`config.mk`:
```
export PLATFORM = sky130hd
export DESIGN_NAME = pops_ctrl
export DESIGN_NICKNAME = d
export VERILOG_FILES = /design/src/hw/pops_pkg.sv /design/src/hw/pops_ctrl.sv /design/src/hw/pops_store_mem.sv /design/src/hw/pops_sync.sv
export SDC_FILE = /design/constraint.sdc
export NUM_CORES = 1
export LEC_CHECK = 0
export ABC_AREA = 1
export BUFFER_PORTS_ARGS = -buffer_cell sky130_fd_sc_hd__clkbuf_2
export CORE_MARGIN = 3
export CORE_UTILIZATION = 35
export DETAILED_ROUTE_END_ITERATION = 16
export HOLD_SLACK_MARGIN = 0.03
export PLACE_DENSITY = 0.53
export SLEW_MARGIN = 5
export SYNTH_ARGS = -nofsm -noshare
export SYNTH_HDL_FRONTEND = slang
export SYNTH_HIERARCHICAL = 1
export SYNTH_SLANG_ARGS = --single-unit
```
`constraint.sdc`:
```
create_clock -name clk_sys -period 3.8 [get_ports clk_sys]
set_clock_uncertainty 0.05 [all_clocks]
set_input_delay 0.38 -clock clk_sys [delete_from_list [all_inputs] [get_ports clk_sys]]
set_output_delay 0.38 -clock clk_sys [all_outputs]
set_load 0.05 [all_outputs]
```
`src/hw/pops_pkg.sv`:
```
// pops_pkg: command codes, field positions, reset values and timing for
// the on/off, protection and store control block.
// assumes a 25 MHz system clock and eight managed channels.
package pops_pkg;
   localparam int N_CH = 8;

   // command codes seen on the decoded command port
   localparam logic [7:0] CMD_PAGE         = 8'h00;
   localparam logic [7:0] CMD_OPERATION    = 8'h01;
   localparam logic [7:0] CMD_ON_OFF       = 8'h02;
   localparam logic [7:0] CMD_CLEAR_FAULTS = 8'h03;
   localparam logic [7:0] CMD_WRITE_LOCK   = 8'h10;
   localparam logic [7:0] CMD_STORE_ALL    = 8'h15;
   localparam logic [7:0] CMD_RESTORE_ALL  = 8'h16;
   localparam logic [7:0] CMD_STATUS_CH    = 8'h78;
   localparam logic [7:0] CMD_STATUS_IN    = 8'h7c;
   localparam logic [7:0] CMD_CH_MASK      = 8'hd0;
   localparam logic [7:0] PAGE_ALL         = 8'hff;

   // power_on_policy_config fields
   localparam int         CFG_AUTO_B  = 4;
   localparam int         CFG_PMBUS_B = 3;
   localparam int         CFG_PIN_B   = 2;
   localparam int         CFG_FAST_B  = 0;
   localparam logic [7:0] CFG_WR_MASK = 8'h1d;
   localparam logic [7:0] CFG_FORCE1  = 8'h02;

   // operation control field
   localparam int         OP_CTL_LO  = 6;
   localparam logic [1:0] OP_CTL_OFF = 2'h0;
   localparam logic [1:0] OP_CTL_ON  = 2'h2;

   // write_lock_level codes
   localparam logic [7:0] WL_NONE = 8'h00;
   localparam logic [7:0] WL_L1   = 8'h80;
   localparam logic [7:0] WL_L2   = 8'h40;

   // reset and factory values
   localparam logic [7:0] DEF_CFG  = 8'h1e;
   localparam logic [1:0] DEF_OPC  = 2'h2;
   localparam logic [7:0] DEF_WL   = 8'h00;
   localparam logic [7:0] DEF_MASK = 8'hff;

   // status bit positions
   localparam int STS_CH_FLT_B = 7;
   localparam int STS_VIN_B    = 3;

   // nonvolatile image layout
   localparam int         NV_AW       = 4;
   localparam int         NV_WORDS    = 10;
   localparam logic [3:0] NV_WL_IDX   = 4'h8;
   localparam logic [3:0] NV_MASK_IDX = 4'h9;

   // timing
   localparam int CLK_MHZ     = 25;
   localparam int TICK_US     = 10;
   localparam int TICK_CYC    = TICK_US * CLK_MHZ;
   localparam int INIT_MS     = 135;
   localparam int READBACK_MS = 160;
   localparam int INIT_CYC    = INIT_MS * 1000 * CLK_MHZ;
   localparam int READBACK_CYC = READBACK_MS * 1000 * CLK_MHZ;

   typedef enum logic [1:0] {CH_OFF, CH_WAIT_ON, CH_ON, CH_WAIT_OFF} pops_ch_t;
   typedef enum logic [1:0] {XF_IDLE, XF_STORE, XF_RESTORE} pops_xf_t;

   function automatic logic [7:0] pops_nv_default(input logic [NV_AW-1:0] a);
      if (a == NV_WL_IDX) return DEF_WL;
      if (a == NV_MASK_IDX) return DEF_MASK;
      return DEF_CFG;
   endfunction
endpackage

```
`src/hw/pops_ctrl.sv`:
```
// pops_ctrl: on/off policy, fault clear, write lock and store/restore
// for an eight channel supply manager, driven by a decoded command port.
// assumes a protocol engine upstream turns bus writes/reads into one-cycle
// cmd_valid pulses and waits for cmd_ack or cmd_nack before the next.
// Notes on behaviour
// - global page writes config to masked channels
// - no sequencing until input above turn-on
// - wait init time; readback valid later
// - config bits 7:5 read zero, bit1 one
// - autonomous mode powers up with delay
// - controlled mode needs pin/command; 00 never
// - use-command bit gates operation control field
// - use-pin bit gates channel run pin
// - pin off: delay, or fast immediate off
// - clear faults: unpaged plus selected page
// - clear faults releases alert line; here only once no sticky fault bit of any page or input stays set
// - clear faults never restarts latched channel
// - persisting fault sets its bit again
// - clear faults not global on all-pages
// - reads allowed at every lock level
// - level one: only lock, page, store
// - level two adds operation, mask, clear
// - zero unlocks all; other codes reserved
// - restore on command and at power-on
// - writes refused while transfer runs
// - store copies image, monitoring suspended
// - restore reloads image, monitoring suspended
// - channel on/off from command and pin
`timescale 1ns/100ps
module pops_ctrl
   import pops_pkg::*;
#(
   parameter int          INIT_CYCLES = pops_pkg::INIT_CYC,
   parameter int          RB_CYCLES   = pops_pkg::READBACK_CYC,
   parameter logic [15:0] TON_TICKS   = 16'h0064,
   parameter logic [15:0] TOFF_TICKS  = 16'h0064
) (
   input  wire logic                   clk_sys,
   input  wire logic                   rst_n,
   input  wire logic                   cmd_valid,
   input  wire logic                   cmd_write,
   input  wire logic [7:0]             cmd_code,
   input  wire logic [7:0]             cmd_wdata,
   output logic                        cmd_ack,
   output logic                        cmd_nack,
   output logic      [7:0]             cmd_rdata,
   input  wire logic [pops_pkg::N_CH-1:0] channel_run_pin,
   input  wire logic                   input_voltage_sense,
   input  wire logic [pops_pkg::N_CH-1:0] chan_fault,
   input  wire logic                   vin_fault,
   input  wire logic [pops_pkg::N_CH-1:0] chan_latched_off,
   output logic      [pops_pkg::N_CH-1:0] channel_supply_enable_out,
   output logic                        shared_alert_output_o,
   output logic                        shared_alert_output_oe,
   output logic                        monitor_suspend,
   output logic                        init_done,
   output logic                        readback_valid
);
   typedef struct packed {
      logic [N_CH-1:0][7:0]  cfg;
      logic [N_CH-1:0][1:0]  opc;
      logic [7:0]            page;
      logic [7:0]            mask;
      logic [7:0]            wl;
      logic [N_CH-1:0]       pflt;
      logic                  uflt;
      logic                  alert;
      pops_ch_t [N_CH-1:0]   chs;
      logic [N_CH-1:0][15:0] cnt;
      logic [N_CH-1:0]       en;
      pops_xf_t              xs;
      logic [NV_AW:0]        idx;
      logic                  suspend;
      logic [22:0]           tmr;
      logic                  init_done;
      logic                  rb_valid;
      logic [7:0]            div;
      logic                  tick;
      logic                  ack;
      logic                  nack;
      logic [7:0]            rdata;
   } pops_state_t;

   pops_state_t s_r;
   pops_state_t s_nxt;
   logic [N_CH-1:0] pin_s;
   logic            vin_ok;
   logic [7:0]      mem_rd;
   logic            mem_we;
   logic [NV_AW-1:0] mem_addr;
   logic [7:0]      mem_wd;

   initial begin
      if (INIT_CYCLES < 1 || INIT_CYCLES >= (1 << 23)) $error("pops_ctrl: INIT_CYCLES range");
      if (RB_CYCLES < 1 || RB_CYCLES >= (1 << 23)) $error("pops_ctrl: RB_CYCLES range");
      if (TICK_CYC > 255) $error("pops_ctrl: tick divider too narrow");
   end

   pops_sync #(.W(N_CH + 1)) u_sync (
      .clk_sys (clk_sys),
      .rst_n   (rst_n),
      .din     ({input_voltage_sense, channel_run_pin}),
      .dout    ({vin_ok, pin_s})
   );

   pops_store_mem #(.DEPTH(16)) u_mem (
      .clk_sys (clk_sys),
      .rst_n   (rst_n),
      .we      (mem_we),
      .addr    (mem_addr),
      .wdata   (mem_wd),
      .rdata   (mem_rd)
   );

   // writes honoured at a given lock level
   function automatic logic wr_ok(input logic [7:0] wl, input logic [7:0] code);
      logic base;
      logic lvl2;
      base = (code == CMD_WRITE_LOCK) || (code == CMD_PAGE) || (code == CMD_STORE_ALL);
      lvl2 = (code == CMD_OPERATION) || (code == CMD_CH_MASK) || (code == CMD_CLEAR_FAULTS);
      if (wl == WL_NONE) return 1'b1;
      if (wl == WL_L2) return base || lvl2;
      return base;
   endfunction

   // channels addressed by a paged write
   function automatic logic [N_CH-1:0] targets(input logic [7:0] page, input logic [7:0] mask);
      logic [N_CH-1:0] t;
      t = '0;
      if (page == PAGE_ALL) t = mask[N_CH-1:0];
      else if (page < 8'(N_CH)) t[page[2:0]] = 1'b1;
      return t;
   endfunction

   function automatic logic [7:0] cfg_clean(input logic [7:0] v);
      return (v & CFG_WR_MASK) | CFG_FORCE1;
   endfunction

   function automatic logic known(input logic [7:0] c);
      return c == CMD_PAGE || c == CMD_OPERATION || c == CMD_ON_OFF
          || c == CMD_CLEAR_FAULTS || c == CMD_WRITE_LOCK || c == CMD_STORE_ALL
          || c == CMD_RESTORE_ALL || c == CMD_STATUS_CH || c == CMD_STATUS_IN
          || c == CMD_CH_MASK;
   endfunction

   // image word for a given index
   always_comb begin
      mem_addr = s_r.idx[NV_AW-1:0];
      mem_we   = (s_r.xs == XF_STORE) && (s_r.idx < (NV_AW+1)'(NV_WORDS));
      if (mem_addr == NV_WL_IDX) mem_wd = s_r.wl;
      else if (mem_addr == NV_MASK_IDX) mem_wd = s_r.mask;
      else mem_wd = s_r.cfg[mem_addr[2:0]];
   end

   always_comb begin
      logic [N_CH-1:0] tg;
      logic [7:0]      c;
      logic [NV_AW-1:0] prev;
      logic            req;
      logic            quick;
      logic            go;
      logic            clr;
      tg    = targets(s_r.page, s_r.mask);
      c     = 8'h00;
      prev  = '0;
      req   = 1'b0;
      quick = 1'b0;
      go    = 1'b0;
      clr   = 1'b0;
      s_nxt = s_r;
      s_nxt.ack  = 1'b0;
      s_nxt.nack = 1'b0;

      s_nxt.tick = (s_r.div == 8'(TICK_CYC - 1));
      s_nxt.div  = s_nxt.tick ? 8'h00 : s_r.div + 8'h01;

      if (cmd_valid && cmd_write) begin
         if (s_r.xs != XF_IDLE || !known(cmd_code)) s_nxt.nack = 1'b1;
         else if (!wr_ok(s_r.wl, cmd_code)) s_nxt.nack = 1'b1;
         else begin
            s_nxt.ack = 1'b1;
            unique case (cmd_code)
               CMD_PAGE: s_nxt.page = cmd_wdata;
               CMD_CH_MASK: s_nxt.mask = cmd_wdata;
               CMD_OPERATION, CMD_ON_OFF: begin
                  if (tg == '0) begin
                     s_nxt.ack  = 1'b0;
                     s_nxt.nack = 1'b1;
                  end
                  for (int i = 0; i < N_CH; i++) begin
                     if (tg[i] && cmd_code == CMD_ON_OFF) s_nxt.cfg[i] = cfg_clean(cmd_wdata);
                     if (tg[i] && cmd_code == CMD_OPERATION)
                        s_nxt.opc[i] = cmd_wdata[OP_CTL_LO+1:OP_CTL_LO];
                  end
               end
               CMD_CLEAR_FAULTS: clr = 1'b1;
               CMD_WRITE_LOCK: begin
                  if (cmd_wdata == WL_NONE || cmd_wdata == WL_L1 || cmd_wdata == WL_L2)
                     s_nxt.wl = cmd_wdata;
                  else begin
                     s_nxt.ack  = 1'b0;
                     s_nxt.nack = 1'b1;
                  end
               end
               CMD_STORE_ALL: begin
                  s_nxt.xs  = XF_STORE;
                  s_nxt.idx = '0;
               end
               CMD_RESTORE_ALL: begin
                  s_nxt.xs  = XF_RESTORE;
                  s_nxt.idx = '0;
               end
               default: begin
                  s_nxt.ack  = 1'b0;
                  s_nxt.nack = 1'b1;
               end
            endcase
         end
      end else if (cmd_valid) begin
         s_nxt.ack   = known(cmd_code);
         s_nxt.nack  = !known(cmd_code);
         s_nxt.rdata = 8'h00;
         if (cmd_code == CMD_PAGE) s_nxt.rdata = s_r.page;
         if (cmd_code == CMD_CH_MASK) s_nxt.rdata = s_r.mask;
         if (cmd_code == CMD_WRITE_LOCK) s_nxt.rdata = s_r.wl;
         if (cmd_code == CMD_STATUS_IN) s_nxt.rdata[STS_VIN_B] = s_r.uflt;
         if (s_r.page < 8'(N_CH)) begin
            if (cmd_code == CMD_ON_OFF) s_nxt.rdata = cfg_clean(s_r.cfg[s_r.page[2:0]]);
            if (cmd_code == CMD_OPERATION)
               s_nxt.rdata[OP_CTL_LO+1:OP_CTL_LO] = s_r.opc[s_r.page[2:0]];
            if (cmd_code == CMD_STATUS_CH) s_nxt.rdata[STS_CH_FLT_B] = s_r.pflt[s_r.page[2:0]];
         end
      end

      // clear unpaged and selected page only
      if (clr) begin
         s_nxt.uflt = 1'b0;
         if (s_r.page < 8'(N_CH)) s_nxt.pflt[s_r.page[2:0]] = 1'b0;
      end
      // live faults set again, winning over the clear
      s_nxt.pflt = s_nxt.pflt | chan_fault;
      s_nxt.uflt = s_nxt.uflt | vin_fault;
      // alert follows sticky status of all pages, so a clear releases it only when no bit stays set
      s_nxt.alert = (|s_nxt.pflt) | s_nxt.uflt;

      // image transfer, one word a cycle
      prev = s_r.idx[NV_AW-1:0] - 1'b1;
      if (s_r.xs == XF_STORE) begin
         s_nxt.idx = s_r.idx + 1'b1;
         if (s_r.idx == (NV_AW+1)'(NV_WORDS - 1)) s_nxt.xs = XF_IDLE;
      end else if (s_r.xs == XF_RESTORE) begin
         s_nxt.idx = s_r.idx + 1'b1;
         if (s_r.idx != '0) begin
            if (prev == NV_WL_IDX) s_nxt.wl = mem_rd;
            else if (prev == NV_MASK_IDX) s_nxt.mask = mem_rd;
            else s_nxt.cfg[prev[2:0]] = cfg_clean(mem_rd);
         end
         if (s_r.idx == (NV_AW+1)'(NV_WORDS)) s_nxt.xs = XF_IDLE;
      end
      s_nxt.suspend = (s_nxt.xs != XF_IDLE);

      // init delay after power-on restore, then readback delay
      if (s_r.xs == XF_IDLE && !s_r.rb_valid) begin
         s_nxt.tmr = s_r.tmr + 23'h1;
         if (!s_r.init_done && s_r.tmr == 23'(INIT_CYCLES - 1)) begin
            s_nxt.init_done = 1'b1;
            s_nxt.tmr       = '0;
         end
         if (s_r.init_done && s_r.tmr == 23'(RB_CYCLES - 1)) s_nxt.rb_valid = 1'b1;
      end

      for (int i = 0; i < N_CH; i++) begin
         c = s_r.cfg[i];
         if (!c[CFG_AUTO_B]) req = 1'b1;
         else if (!c[CFG_PMBUS_B] && !c[CFG_PIN_B]) req = 1'b0;
         else req = (!c[CFG_PMBUS_B] || s_r.opc[i] == OP_CTL_ON) && (!c[CFG_PIN_B] || pin_s[i]);
         // fast off from pin; command off is immediate
         quick = (c[CFG_AUTO_B] && c[CFG_PIN_B] && !pin_s[i] && c[CFG_FAST_B])
              || (c[CFG_AUTO_B] && c[CFG_PMBUS_B] && s_r.opc[i] == OP_CTL_OFF);
         // start needs init, input level, no latch-off
         go = req && s_r.init_done && vin_ok && !chan_latched_off[i];
         unique case (s_r.chs[i])
            CH_OFF: begin
               if (go && TON_TICKS == 16'h0000) begin
                  s_nxt.chs[i] = CH_ON;
                  s_nxt.en[i]  = 1'b1;
               end else if (go) begin
                  s_nxt.chs[i] = CH_WAIT_ON;
                  s_nxt.cnt[i] = TON_TICKS;
               end
            end
            CH_WAIT_ON: begin
               if (!go) s_nxt.chs[i] = CH_OFF;
               else if (s_r.tick && s_r.cnt[i] == 16'h0001) begin
                  s_nxt.chs[i] = CH_ON;
                  s_nxt.en[i]  = 1'b1;
               end else if (s_r.tick) s_nxt.cnt[i] = s_r.cnt[i] - 16'h0001;
            end
            CH_ON, CH_WAIT_OFF: begin
               if (chan_latched_off[i] || quick || (!req && TOFF_TICKS == 16'h0000)
                   || (s_r.chs[i] == CH_WAIT_OFF && !req && s_r.tick
                       && s_r.cnt[i] == 16'h0001)) begin
                  s_nxt.chs[i] = CH_OFF;
                  s_nxt.en[i]  = 1'b0;
               end else if (req) s_nxt.chs[i] = CH_ON;
               else if (s_r.chs[i] == CH_ON) begin
                  s_nxt.chs[i] = CH_WAIT_OFF;
                  s_nxt.cnt[i] = TOFF_TICKS;
               end else if (s_r.tick) s_nxt.cnt[i] = s_r.cnt[i] - 16'h0001;
            end
         endcase
      end
   end

   // power-on restore, image loads before init counts
   always_ff @(posedge clk_sys or negedge rst_n) begin
      if (!rst_n) begin
         s_r         <= '0;
         s_r.cfg     <= {N_CH{DEF_CFG}};
         s_r.opc     <= {N_CH{DEF_OPC}};
         s_r.mask    <= DEF_MASK;
         s_r.wl      <= DEF_WL;
         s_r.xs      <= XF_RESTORE;
         s_r.suspend <= 1'b1;
      end else begin
         s_r <= s_nxt;
      end
   end

   assign cmd_ack                   = s_r.ack;
   assign cmd_nack                  = s_r.nack;
   assign cmd_rdata                 = s_r.rdata;
   assign channel_supply_enable_out = s_r.en;
   assign shared_alert_output_o     = 1'b0;
   assign shared_alert_output_oe    = s_r.alert;
   assign monitor_suspend           = s_r.suspend;
   assign init_done                 = s_r.init_done;
   assign readback_valid            = s_r.rb_valid;
endmodule

```
`src/hw/pops_store_mem.sv`:
```
// pops_store_mem: user nonvolatile image, one byte per word.
// assumes the owner sequences addresses; read data lag one cycle.
`timescale 1ns/100ps
module pops_store_mem
   import pops_pkg::*;
#(
   parameter int DEPTH = 16
) (
   input  wire logic             clk_sys,
   input  wire logic             rst_n,
   input  wire logic             we,
   input  wire logic [NV_AW-1:0] addr,
   input  wire logic [7:0]       wdata,
   output logic      [7:0]       rdata
);
   typedef struct packed {
      logic [DEPTH-1:0][7:0] mem;
      logic [7:0]            rd;
   } pops_mem_t;

   pops_mem_t s_r;
   pops_mem_t s_nxt;

   initial begin
      if (DEPTH < NV_WORDS || DEPTH > (1 << NV_AW)) $error("pops_store_mem: bad DEPTH");
   end

   always_comb begin
      s_nxt = s_r;
      s_nxt.rd = s_r.mem[addr];
      if (we) s_nxt.mem[addr] = wdata;
   end

   // factory image loaded at power-on; a real part keeps it across resets
   always_ff @(posedge clk_sys or negedge rst_n) begin
      if (!rst_n) begin
         s_r.rd <= 8'h00;
         for (int i = 0; i < DEPTH; i++) s_r.mem[i] <= pops_nv_default(NV_AW'(i));
      end else begin
         s_r <= s_nxt;
      end
   end

   assign rdata = s_r.rd;
endmodule

```
`src/hw/pops_sync.sv`:
```
// pops_sync: three-stage input synchroniser for pin levels.
// assumes inputs are asynchronous to clk_sys; output follows once
// stages two and three agree.
`timescale 1ns/100ps
module pops_sync #(
   parameter int W = 1
) (
   input  wire logic         clk_sys,
   input  wire logic         rst_n,
   input  wire logic [W-1:0] din,
   output logic      [W-1:0] dout
);
   typedef struct packed {
      logic [W-1:0] s1;
      logic [W-1:0] s2;
      logic [W-1:0] s3;
      logic [W-1:0] q;
   } pops_sync_t;

   pops_sync_t s_r;
   pops_sync_t s_nxt;

   always_comb begin
      s_nxt = s_r;
      s_nxt.s1 = din;
      s_nxt.s2 = s_r.s1;
      s_nxt.s3 = s_r.s2;
      // stage one is never looked at directly
      for (int i = 0; i < W; i++) begin
         if (s_r.s2[i] == s_r.s3[i]) s_nxt.q[i] = s_r.s3[i];
      end
   end

   always_ff @(posedge clk_sys or negedge rst_n) begin
      if (!rst_n) s_r <= '0;
      else s_r <= s_nxt;
   end

   assign dout = s_r.q;
endmodule

```
==> out/results.ini, run 1 <==
[run_status]
status=completed

[route]
dr_wl_met3_microns=3280
postRouteAntennaNets=0
drc_errors=0
drt_iter0_drc=1921
wl_met1_microns=39300
avgViaCountPerCell=4.98
maxUsedRoutingLayer=met4
wl_met2_microns=38000
wire_per_inst_microns=16.2
drt_first_pass_iters=5
vias=25474
drt-total-wl_microns=82800

[logic_synthesis]
ys_warn_count=6
async_reset_ff_share_pct=100
ys_seq_area_share_pct=43.1
ys_types=63
synth_ff_type=dfrtp_1
synth_edf_count=0
mappedNetlistArea_sq_um=28800
syn_inst=3994
syn-num-nets=4064
yosys_register_bits=490
syn_area_per_cell_sq_um=7.20

[floorplanning]
pin_count=69
die-area_sq_um=85600
die_w_microns=293
num_rows=104
die_h_microns=293
start_util_pct=35.5
core_sq_um=80900

[power_and_ir_drop]
peakVddDrop_v=0.000399
leakage_uw=0.0152
pwr_density_cell_nw_per_um2=532

[grt]
gr-total-overflow=0
grt_max_degree=90
grt_pass1_wl_microns=134000
antenna_found_initial=2
grtUsageTotal_pct=19.2
grt_pass1_vias=24125

[hold_path]
worstHoldPathType=in -> reg

[cts]
clock_sinks=490
clockBufferDepth=3
clkTransAtPathRegs_ps=60
h-tree-depth=2
cts_tree=yes
cts_made_buffers=59
clockRootBuffer=clkbuf_16
cts_resized=0
clock_latency_ps=620

[placed_design]
place_area_sq_um=29900
post-place-ws_ps=869
hpwlAfterDp_microns=57800
globalplace.congestion=0.902
portBuffers=67

[timing]
fmax_ghz=0.339
finalWorstSetupSlack_ps=850
setup_viol=0
rsz0062_at_grt=false
drv_slew=0
tns_ps=0
tightest_slew_ps=858
maxSlewHeadroom_pct=42.4
fin_crit_sh_pct=77.6
hold_violations=0
post-route-min-period_ps=2950

[layout]
layout.nets=4071
layout-area-overhead-vs-synth_pct=12.0
final_cell_area_sq_um=32200
multi_input_area_sq_um=13900
drive_above_1_share_pct=9.21
final_cell_mix=1,125 x nand2_1, 464 x nor2_1, 444 x o21ai_0
seq_area_sq_um=12400
n_fill_cell=8517
fin_util_pct=39.8
final_common_cell=nand2_1

[setup_path]
cp_data_required_time_ps=4210
cp_max_fo=43
reg2reg_slack_ps=850
arrival_ps=3360
slowest_stage=dfrtp_4
crit_type=reg -> reg
slowest_delay_ps=650
rr_endpoint=u_mem/s_r[21]$_DFFE_PN0P_
cpMostUsedCell=inv_1
crit_end=u_mem/s_r[21]$_DFFE_PN0P_
end_kind=register
crit_chain=inv_1 -> ha_1 -> inv_1 -> nor2_1 -> inv_1 -> o21ai_0 -> o21ai_0 -> inv_1 -> o21ai_0
crit_path_start_kind=register
critical_path.startpoint=mem_addr[0]$_DFFE_PN0P_
r2r_cells=9
timing.rr.start=mem_addr[0]$_DFFE_PN0P_

[job]
drv_cap=0

## layer usage
metal | global-route usage, % | vias up
li1 | - | 12992
met1 | 26.8 | 11918
met2 | 31.2 | 440
met3 | 2.31 | 124
met4 | 5.68 | 0
met5 | 0 | -
## through the flow
| step | hold slack (ps) | total power (uW) | instances |
|---|---|---|---|
| 2_1_floorplan | 34.4 | 9770 | 3994 |
| 3_3_place_gp | 287 | 11300 | 4973 |
| 3_5_place_dp | 285 | 11300 | 4973 |
| 4_1_cts | 88.1 | 17400 | 5110 |
| 5_1_grt | 116 | 18300 | 5111 |
| 6_report | 114 | 17100 | 5112 |
## worst min path at each step
stage	start	endpoint	slack [ps]	cells after the start
finish	chan_latched_off[0]	s_r[189]$_DFFE_PN0P_	110	4
global route	chan_latched_off[0]	s_r[189]$_DFFE_PN0P_	120	4
CTS	chan_latched_off[0]	s_r[189]$_DFFE_PN0P_	90	4
detailed placement	u_sync/s_nxt[25]$_DFF_PN0_	u_sync/s_nxt[16]$_DFF_PN0_	280	0
global placement	u_sync/s_nxt[20]$_DFF_PN0_	u_sync/s_nxt[11]$_DFF_PN0_	290	0
floorplan	rst_n	channel_supply_enable_out[0]$_DFFE_PN0P_	30	0
## cell usage after synthesis, types with 27 or more instances
cell / n / area (sq um)
nand2_1: 1125 / 4220
nor2_1: 464 / 1740
o21ai_0: 444 / 2220
inv_1: 389 / 1460
dfrtp_1: 376 / 9410
a21oi_1: 190 / 951
nand3_1: 116 / 581
dfstp_2: 114 / 3000
clkbuf_1: 104 / 390
nor3_1: 98 / 490
xor2_1: 88 / 771
o21ai_1: 42 / 210
o2111ai_1: 40 / 350
buf_2: 39 / 195
buf_4: 37 / 278
nand4_1: 35 / 219
nand3b_1: 31 / 233
o211ai_1: 29 / 218
xnor2_1: 27 / 236
## worst max-delay path: cells and delay by family, from the launching register on
| family | cells | cell delay, ps |
|---|---|---|
| AO/OA/AOI/OAI | 3 | 450 |
| adder cells (fa/ha/maj) | 1 | 180 |
| buffers and inverters | 4 | 1080 |
| flip-flops | 1 | 650 |
| AND/OR/NAND/NOR | 1 | 350 |
## registers in the layout (all words and copies together) (netlist names), 4 cells and up
name                       flops
mem_addr                       4
u_mem/s_r                    128
u_sync/s_nxt                  18
s_r                          292
u_mem/rdata                    8
cmd_rdata                      8
u_sync/s_r                     9
u_sync/dout                    9
channel_supply_enable_out      8
## layout make-up
| cell class | instances | share of cell area (%) |
|---|---|---|
| clock inverter | 27 | 0.979 |
| clock buffer | 83 | 5.30 |
| tap | 1060 | 4.12 |
| sequential | 490 | 38.5 |
| inverter | 406 | 4.76 |
| timing repair buffer | 140 | 3.18 |
| antenna | 2 | 0.0155 |
| multi-input combinational | 2904 | 43.1 |
## where the power goes
part	internal, uW	switching [uW]
clock network	3530	2350
registers	6210	557
logic	1240	3250
total	11000	6150
## logic make-up after synthesis
| family | share of synthesized area [%] |
|---|---|
| other cells | 0.0130 |
| compound gates | 15.9 |
| fa+ha+maj | 1.04 |
| flops | 43.1 |
| buf+inv | 8.62 |
| xor+xnor | 3.50 |
| simple gates | 27.8 |
## repair_timing
action,4_1_cts,5_1_grt
hold buffers,27,0
setup endpoints to repair,0,0
endpoints found under the hold margin,101,0
buffers inserted,0,0
(Power assumes the default switching activity.)
==> run 2: changes to the inputs <==
--- a/config.mk
+++ b/config.mk
@@ -5,7 +5,7 @@
 export SDC_FILE = /design/constraint.sdc
 export NUM_CORES = 1
 export LEC_CHECK = 0
-export ABC_AREA = 1
+export ABC_AREA = 0
 export BUFFER_PORTS_ARGS = -buffer_cell sky130_fd_sc_hd__clkbuf_2
 export CORE_MARGIN = 3
 export CORE_UTILIZATION = 35
==> constraint.sdc (replaced) <==
create_clock -name clk_sys -period 2.8 [get_ports clk_sys]
set_clock_uncertainty 0.05 [all_clocks]
set_input_delay 0.28 -clock clk_sys [delete_from_list [all_inputs] [get_ports clk_sys]]
set_output_delay 0.28 -clock clk_sys [all_outputs]
set_load 0.05 [all_outputs]
==> run 2 against run 1 <==
Effect of this change: global-route usage fell by 1.3 points; count of clock-buffer cells in the layout is 1 higher; routed wire length is 16% lower; critical path depth is 2 lower; core utilization up 1.6 points; critical endpoint is now s_r[112]$_DFFE_PN0P_; register-to-register slack got worse by 710 ps; hold slack worse by 36 ps; die area decreased by 9.6%; setup slack worse by 710 ps; critical path type unchanged; sequential share of layout area is 2.4 points higher; highest routed layer is now met5; power is 8.7% higher.
==> out/results.ini, run 2 <==
[run_status]
status=completed

[cts]
cts_made_buffers=56  ; -5.1%
clock_latency_ps=650  ; +30 ps
h-tree-depth=2  ; unchanged
clockBufferDepth=3  ; unchanged
clockRootBuffer=clkbuf_16
cts_tree=yes
clkTransAtPathRegs_ps=60  ; about the same
clock_sinks=490  ; unchanged

[logic_synthesis]
synth.area.top_cells=dfrtp_1 36%, dfstp_2 12%, mux2_2 6.6%, mux4_2 4.7%, nand2_1 3.2%
ys_types=98  ; +56%
ys_seq_area_share_pct=47.8  ; +4.7 points
synth_common_cells=376 x dfrtp_1, 222 x nand2_1, 151 x mux2_2
mappedNetlistArea_sq_um=25900  ; -9.8%
synth_edf_count=0  ; unchanged
syn_inst=2422  ; -39%
yosysTopAreaCell=dfrtp_1
netlist.area_leader.share_pct=36.3  ; +3.6 points
ys_warn_count=6  ; unchanged
syn_area_per_cell_sq_um=10.7  ; +49%
yosys_register_bits=490  ; unchanged
async_reset_ff_share_pct=100  ; unchanged
synth_ff_type=dfrtp_1
syn-num-nets=2492  ; -39%
post-synth-top-count-cell=dfrtp_1

[setup_path]
slowest_stage=or4_1
crit_type=reg -> reg
critical_path.startpoint=s_r[115]$_DFFE_PN0P_
arrival_ps=3120  ; -240 ps
rr_endpoint=s_r[112]$_DFFE_PN0P_
crit_chain=or4_1 -> nor4b_1 -> and4_1 -> a211o_2 -> inv_2 -> a32o_1 -> a22o_1
cp_data_required_time_ps=3260  ; -950 ps
r2r_cells=7  ; -2
crit_path_start_kind=register
slowest_delay_ps=600  ; -50 ps
crit_end=s_r[112]$_DFFE_PN0P_
timing.rr.start=s_r[115]$_DFFE_PN0P_
reg2reg_slack_ps=140  ; -710 ps
cp_max_fo=6  ; -86%
end_kind=register

[timing]
tns_ps=0  ; unchanged
drv_slew=0  ; unchanged
hold_violations=0  ; unchanged
setup_viol=0  ; unchanged
post-route-min-period_ps=2660  ; -294 ps
fin_crit_sh_pct=94.9  ; +17 points
fmax_ghz=0.376  ; +11%
rsz0062_at_grt=false
maxSlewHeadroom_pct=44.5  ; +2.1 points
tightest_slew_ps=828  ; -30.1 ps

[power_and_ir_drop]
p_total_uw=18600  ; +8.7%
leakage_uw=0.0129  ; -15%
pwr_density_cell_nw_per_um2=614  ; +15%
peakVddDrop_v=0.000431  ; +8.1%

[grt]
antenna_found_initial=1  ; -1
gr-total-overflow=0  ; unchanged
grt_pass1_wl_microns=112000  ; -16%
grt_pass1_vias=20071  ; -17%
grtUsageTotal_pct=17.8  ; -1.3 points
grt_max_degree=83  ; -7.8%

[layout]
largest-register=s_r
layout-area-overhead-vs-synth_pct=16.9
final_cell_mix=373 x dfrtp_1, 222 x nand2_1, 151 x mux2_2
layout.nets=2631  ; -35%
final_common_cell=dfrtp_1
largest_reg_flops=292  ; unchanged
drive_above_1_share_pct=26.5  ; +17 points
diodes=0  ; -2

[job]
drv_cap=0  ; unchanged

[route]
avgViaCountPerCell=5.57  ; +12%
wire_per_inst_microns=19.6  ; +21%
postRouteAntennaNets=0  ; unchanged
vias=19861  ; -22%
drt_iter0_drc=1246  ; -35%
drt-total-wl_microns=69900  ; -16%
drt_first_pass_iters=5  ; unchanged
drc_errors=0  ; unchanged

[floorplanning]
die_h_microns=278  ; -4.9%
die-area_sq_um=77400  ; -9.6%
start_util_pct=35.4  ; -0.098 points
core_sq_um=73200  ; -9.6%
num_rows=99  ; -4.8%
pin_count=69  ; unchanged
die_w_microns=278  ; -4.9%

[placed_design]
hpwlAfterDp_microns=48700  ; -16%
portBuffers=67  ; unchanged
globalplace.congestion=0.889  ; -1.5%

[hold_path]
worstHoldPathType=in -> reg
min_from=chan_latched_off[1]

## run 2: kinds of logic (layout without fill, tap and decap cells)
family                     after synthesis  after routing  share of synthesized area (%)
muxes                                  263            263                           14.0
and+or+nand+nor                        954            954                           20.2
other                                    1              1                         0.0145
buffers and inverters                  223            410                           4.01
adders and majority gates               33             33                           1.55
xor gates and xnor gates                26             26                          0.878
DFF                                    490            490                           47.8
AOI/OAI and AO/OA                      432            432                           11.6
## run 2: worst min path at each step
stage | end | slack, ps | cells past startpoint
2_1_floorplan | channel_supply_enable_out[0]$_DFFE_PN0P_ | -70 | 0
3_3_place_gp | s_r[150]$_DFFE_PN0P_ | 200 | 1
3_5_place_dp | s_r[149]$_DFFE_PN0P_ | 210 | 1
4_1_cts | s_r[191]$_DFFE_PN0P_ | 50 | 4
5_1_grt | s_r[191]$_DFFE_PN0P_ | 70 | 4
6_report | s_r[191]$_DFFE_PN0P_ | 80 | 4
## run 2: timing repair
item,4_1_cts,5_1_grt
setup endpoints to repair,0,15
hold endpoints to repair,154,0
setup buffers,0,4
resized for setup,0,5
hold buffers,30,0
## run 2: worst max-delay path, delay by kind of cell, from the launching register on
family / cells / cell delay, ps
AND/OR/NAND/NOR: 3 / 1380
buffers and inverters: 1 / 80
flip-flops: 1 / 400
AO/OA/AOI/OAI: 3 / 640
## run 2: routing by layer
metal | wire (microns) | part of all wire, % | track usage [%] | vias to the layer above
met5 | 13 | 0.019 | 0 | -
met4 | 1980 | 2.8 | 5.77 | 2
met3 | 2850 | 4.1 | 2.18 | 119
met2 | 33600 | 48 | 30.2 | 430
met1 | 31400 | 45 | 23.9 | 10028
li1 | - | - | - | 9282
## run 2: cell type report
class / count / area (sq um)
Inverter: 68 / 258
Fill cell: 6956 / 42900
Clock buffer: 84 / 1650
Clock inverter: 22 / 394
Tap cell: 959 / 1200
Timing Repair Buffer: 236 / 1890
Multi-Input combinational cell: 1709 / 12500
Sequential cell: 490 / 12400
## run 2: per-stage QoR
| stage | setup WS [ps] | cell area [sq um] | hold WS (ps) | std cells | utilization, % |
|---|---|---|---|---|---|
| floorplan | 69.6 | 25900 | -65.6 | 2422 | - |
| global route | 16.2 | 30300 | 73.0 | 3568 | 41.4 |
| global placement | 47.4 | 27900 | 195 | 3428 | 38.1 |
| finish | 143 | 30300 | 78.1 | 3568 | 41.4 |
| detailed placement | 56.4 | 27900 | 206 | 3428 | 38.1 |
| CTS | 49.7 | 30300 | 48.6 | 3564 | 41.3 |
## run 2: where the power goes
group	total (uW)	internal (uW)	leakage, uW	switching [uW]
logic	2990	1130	0.00605	1860
registers	7610	7350	0.00585	260
clock network	8020	4910	0.00100	3110
total	18600	13400	0.0129	5230
==> run 3: changes to the inputs <==
--- a/config.mk
+++ b/config.mk
@@ -15,5 +15,4 @@
 export SLEW_MARGIN = 5
 export SYNTH_ARGS = -nofsm -noshare
 export SYNTH_HDL_FRONTEND = slang
-export SYNTH_HIERARCHICAL = 1
 export SYNTH_SLANG_ARGS = --single-unit
==> run 3 against run 2 <==
Effect of this change: highest routed layer is now met4; critical path type unchanged; sequential cell count unchanged; critical endpoint is now shared_alert_output_oe$_DFF_PN0_; largest cell class is now sequential cells; hold slack improved by 0.68 ps; synthesized area decreased by 3.6%; the run now ends with setup timing left.
==> out/results.ini, run 3 <==
[cts]
h-tree-depth=2  ; unchanged
clock_latency_ps=630  ; -20 ps
clockBufferDepth=3  ; unchanged
cts_tree=yes
clock_sinks=490  ; unchanged
clkTransAtPathRegs_ps=60  ; about the same
cts_made_buffers=54  ; -3.6%
clockRootBuffer=clkbuf_16

[route]
drt-total-wl_microns=68200  ; -2.5%
avgViaCountPerCell=5.49  ; -1.3%
drc_errors=0  ; unchanged
vias=19602  ; -1.3%
wire_per_inst_microns=19.1  ; -2.5%
postRouteAntennaNets=0  ; unchanged
drt_first_pass_iters=5  ; unchanged
drt_iter0_drc=1239  ; -0.56%

[setup_path]
cp_data_required_time_ps=3230  ; -30 ps
end_kind=register
cp_max_fo=2  ; -4
crit_path_start_kind=register
arrival_ps=3260  ; +140 ps
crit_type=reg -> reg

[timing]
rsz0062_at_grt=true
post-route-min-period_ps=2830  ; +171 ps
finalWorstSetupSlack_ps=-27.6  ; -171 ps
tns_ps=-27.6  ; -27.6 ps
setup_viol=1  ; +1
drv_slew=0  ; unchanged
fmax_ghz=0.354  ; -6.0%
hold_violations=0  ; unchanged
tightest_slew_ps=746  ; -81.8 ps
fin_crit_sh_pct=101  ; +6.1 points
maxSlewHeadroom_pct=50.3  ; +5.8 points

[grt]
antenna_found_initial=1  ; unchanged
grtUsageTotal_pct=18.3  ; +0.45 points
grt_pass1_wl_microns=111000  ; -1.3%
gr-total-overflow=0  ; unchanged
grt_max_degree=74  ; -11%
grt_pass1_vias=19576  ; -2.5%

[placed_design]
hpwlAfterDp_microns=48600  ; -0.27%
portBuffers=67  ; unchanged
globalplace.congestion=0.891  ; +0.22%

[logic_synthesis]
synth_common_cells=376 x dfrtp_1, 306 x nand2_1, 214 x o21ai_0
ys_seq_area_share_pct=49.6  ; +1.8 points
syn_inst=2419  ; -0.12%
yosysTopAreaCell=dfrtp_1
ys_warn_count=0  ; -6
syn-num-nets=2489  ; -0.12%
syn_area_per_cell_sq_um=10.3  ; -3.5%
synth_ff_type=dfrtp_1
synth_edf_count=0  ; unchanged
mappedNetlistArea_sq_um=25000  ; -3.6%
ys_types=84  ; -14%
post-synth-top-count-cell=dfrtp_1
async_reset_ff_share_pct=100  ; unchanged
netlist.area_leader.share_pct=37.6  ; +1.4 points
yosys_register_bits=490  ; unchanged
synth.area.top_cells=dfrtp_1 38%, dfstp_2 12%, mux4_2 5.9%, nand2_1 4.6%, o21ai_0 4.3%

[power_and_ir_drop]
leakage_uw=0.0123  ; -4.8%
pwr_density_cell_nw_per_um2=688  ; +12%
peakVddDrop_v=0.000404  ; -6.3%
p_total_uw=20500  ; +10%

[layout]
largest_reg_flops=292  ; unchanged
largest-register=s_r
layout.nets=2651  ; +0.76%
final_common_cell=dfrtp_1
drive_above_1_share_pct=24.4  ; -2.1 points
fin_util_pct=42.4  ; +1.0 points
layout-area-overhead-vs-synth_pct=19.4
final_cell_mix=374 x dfrtp_1, 306 x nand2_1, 211 x o21ai_0

[floorplanning]
pin_count=69  ; unchanged
die_h_microns=273  ; -1.8%
die_w_microns=273  ; -1.8%
start_util_pct=35.5  ; +0.087 points
num_rows=97  ; -2.0%
core_sq_um=70400  ; -3.8%
die-area_sq_um=74700  ; -3.5%

[job]
drv_cap=0  ; unchanged

[run_status]
status=finished, violations left
violations=setup timing

[hold_path]
worstHoldPathType=in -> reg

==> run 3: cell types whose count changed after synthesis, sizes merged, moves of 13 or more <==
cell	previous run	this run
mux2i	46	83
nand3b	25	10
or3	51	69
nor2	153	105
nand2	222	306
clkbuf	86	125
mux2	155	35
and3	42	22
a22oi	23	10
inv	68	48
o21ai	90	216
a211o	26	11
buf	69	42
nand3	110	94
==> run 3: worst max-delay path, stage by stage, from the launching register on <==
cell and delay (ps):
dfrtp_1 380, or4_4 550, or3_4 360, nor4_4 310, a21oi_2 90, or4_1 470, or4b_1 480
==> run 3: metrics by stage <==
stage / cells / hold WS, ps / instance area [sq um] / setup slack [ps]
after floorplan: 2419 / -65.6 / 25100 / -1.21
after global placement: 3432 / 285 / 27400 / -2.71
after detailed placement: 3432 / 293 / 27400 / -33.2
after CTS: 3564 / 46.3 / 29700 / -45.2
after global routing: 3567 / 103 / 29900 / -107
final: 3568 / 78.8 / 29900 / -27.6
==> run 3: cell type report <==
cell class	instances	area (sq um)
Sequential cell	490	12400
Tap cell	940	1180
Timing Repair Buffer	273	2140
Clock inverter	27	438
Fill cell	6731	40500
Inverter	49	184
Antenna cell	1	2.50
Clock buffer	75	1620
Multi-Input combinational cell	1713	11900
==> run 3: cells by family (layout without fill, tap and decap cells) <==
family | Yosys count | count (layout) | synth area share, %
simple gates | 946 | 946 | 20.4
compound gates | 522 | 522 | 13.0
flops | 490 | 490 | 49.6
buf+inv | 216 | 424 | 3.60
mux | 184 | 184 | 10.8
fa+ha+maj | 33 | 33 | 1.56
xor+xnor | 27 | 27 | 0.946
other cells | 1 | 2 | 0.0150
==> run 3: worst paths after layout <==
path	start	endpoint	slack, ps	cells after the start
setup reg to reg	s_r[237]$_DFFE_PN0P_	shared_alert_output_oe$_DFF_PN0_	-30	6
min in group asynchronous	rst_n	cmd_rdata[4]$_DFFE_PN0P_	230	2
hold / removal	chan_latched_off[0]	s_r[189]$_DFFE_PN0P_	80	4
max in group asynchronous	rst_n	s_r[111]$_DFFE_PN0P_	1580	3
setup / recovery	s_r[237]$_DFFE_PN0P_	shared_alert_output_oe$_DFF_PN0_	-30	6
hold reg to reg	u_sync.s_nxt[20]$_DFF_PN0_	u_sync.s_nxt[11]$_DFF_PN0_	300	0
==> run 3: where the power goes <==
part / leakage [uW] / switching, uW / internal, uW / total, uW
Sequential: 0.00587 / 690 / 8130 / 8820
Clock: 0.00102 / 3070 / 4990 / 8060
Combinational: 0.00541 / 2000 / 1660 / 3660
Total: 0.0123 / 5770 / 14800 / 20500
==> run 3: metal layers <==
metal / share of wire [%] / wire length, microns / GRT usage [%]
met1: 47 / 31700 / 25.4
met3: 4.2 / 2880 / 2.57
met4: 2.2 / 1490 / 4.82
met5: 0 / 0 / 0
met2: 47 / 32100 / 30.1
==> run 3: repair_timing <==
item                                   CTS  global route
setup endpoints to repair                1            53
buffers inserted                         0             3
pin swaps                                1             5
endpoints found under the hold margin   95             0
gates resized for setup                  1            25
hold buffers                            30             0
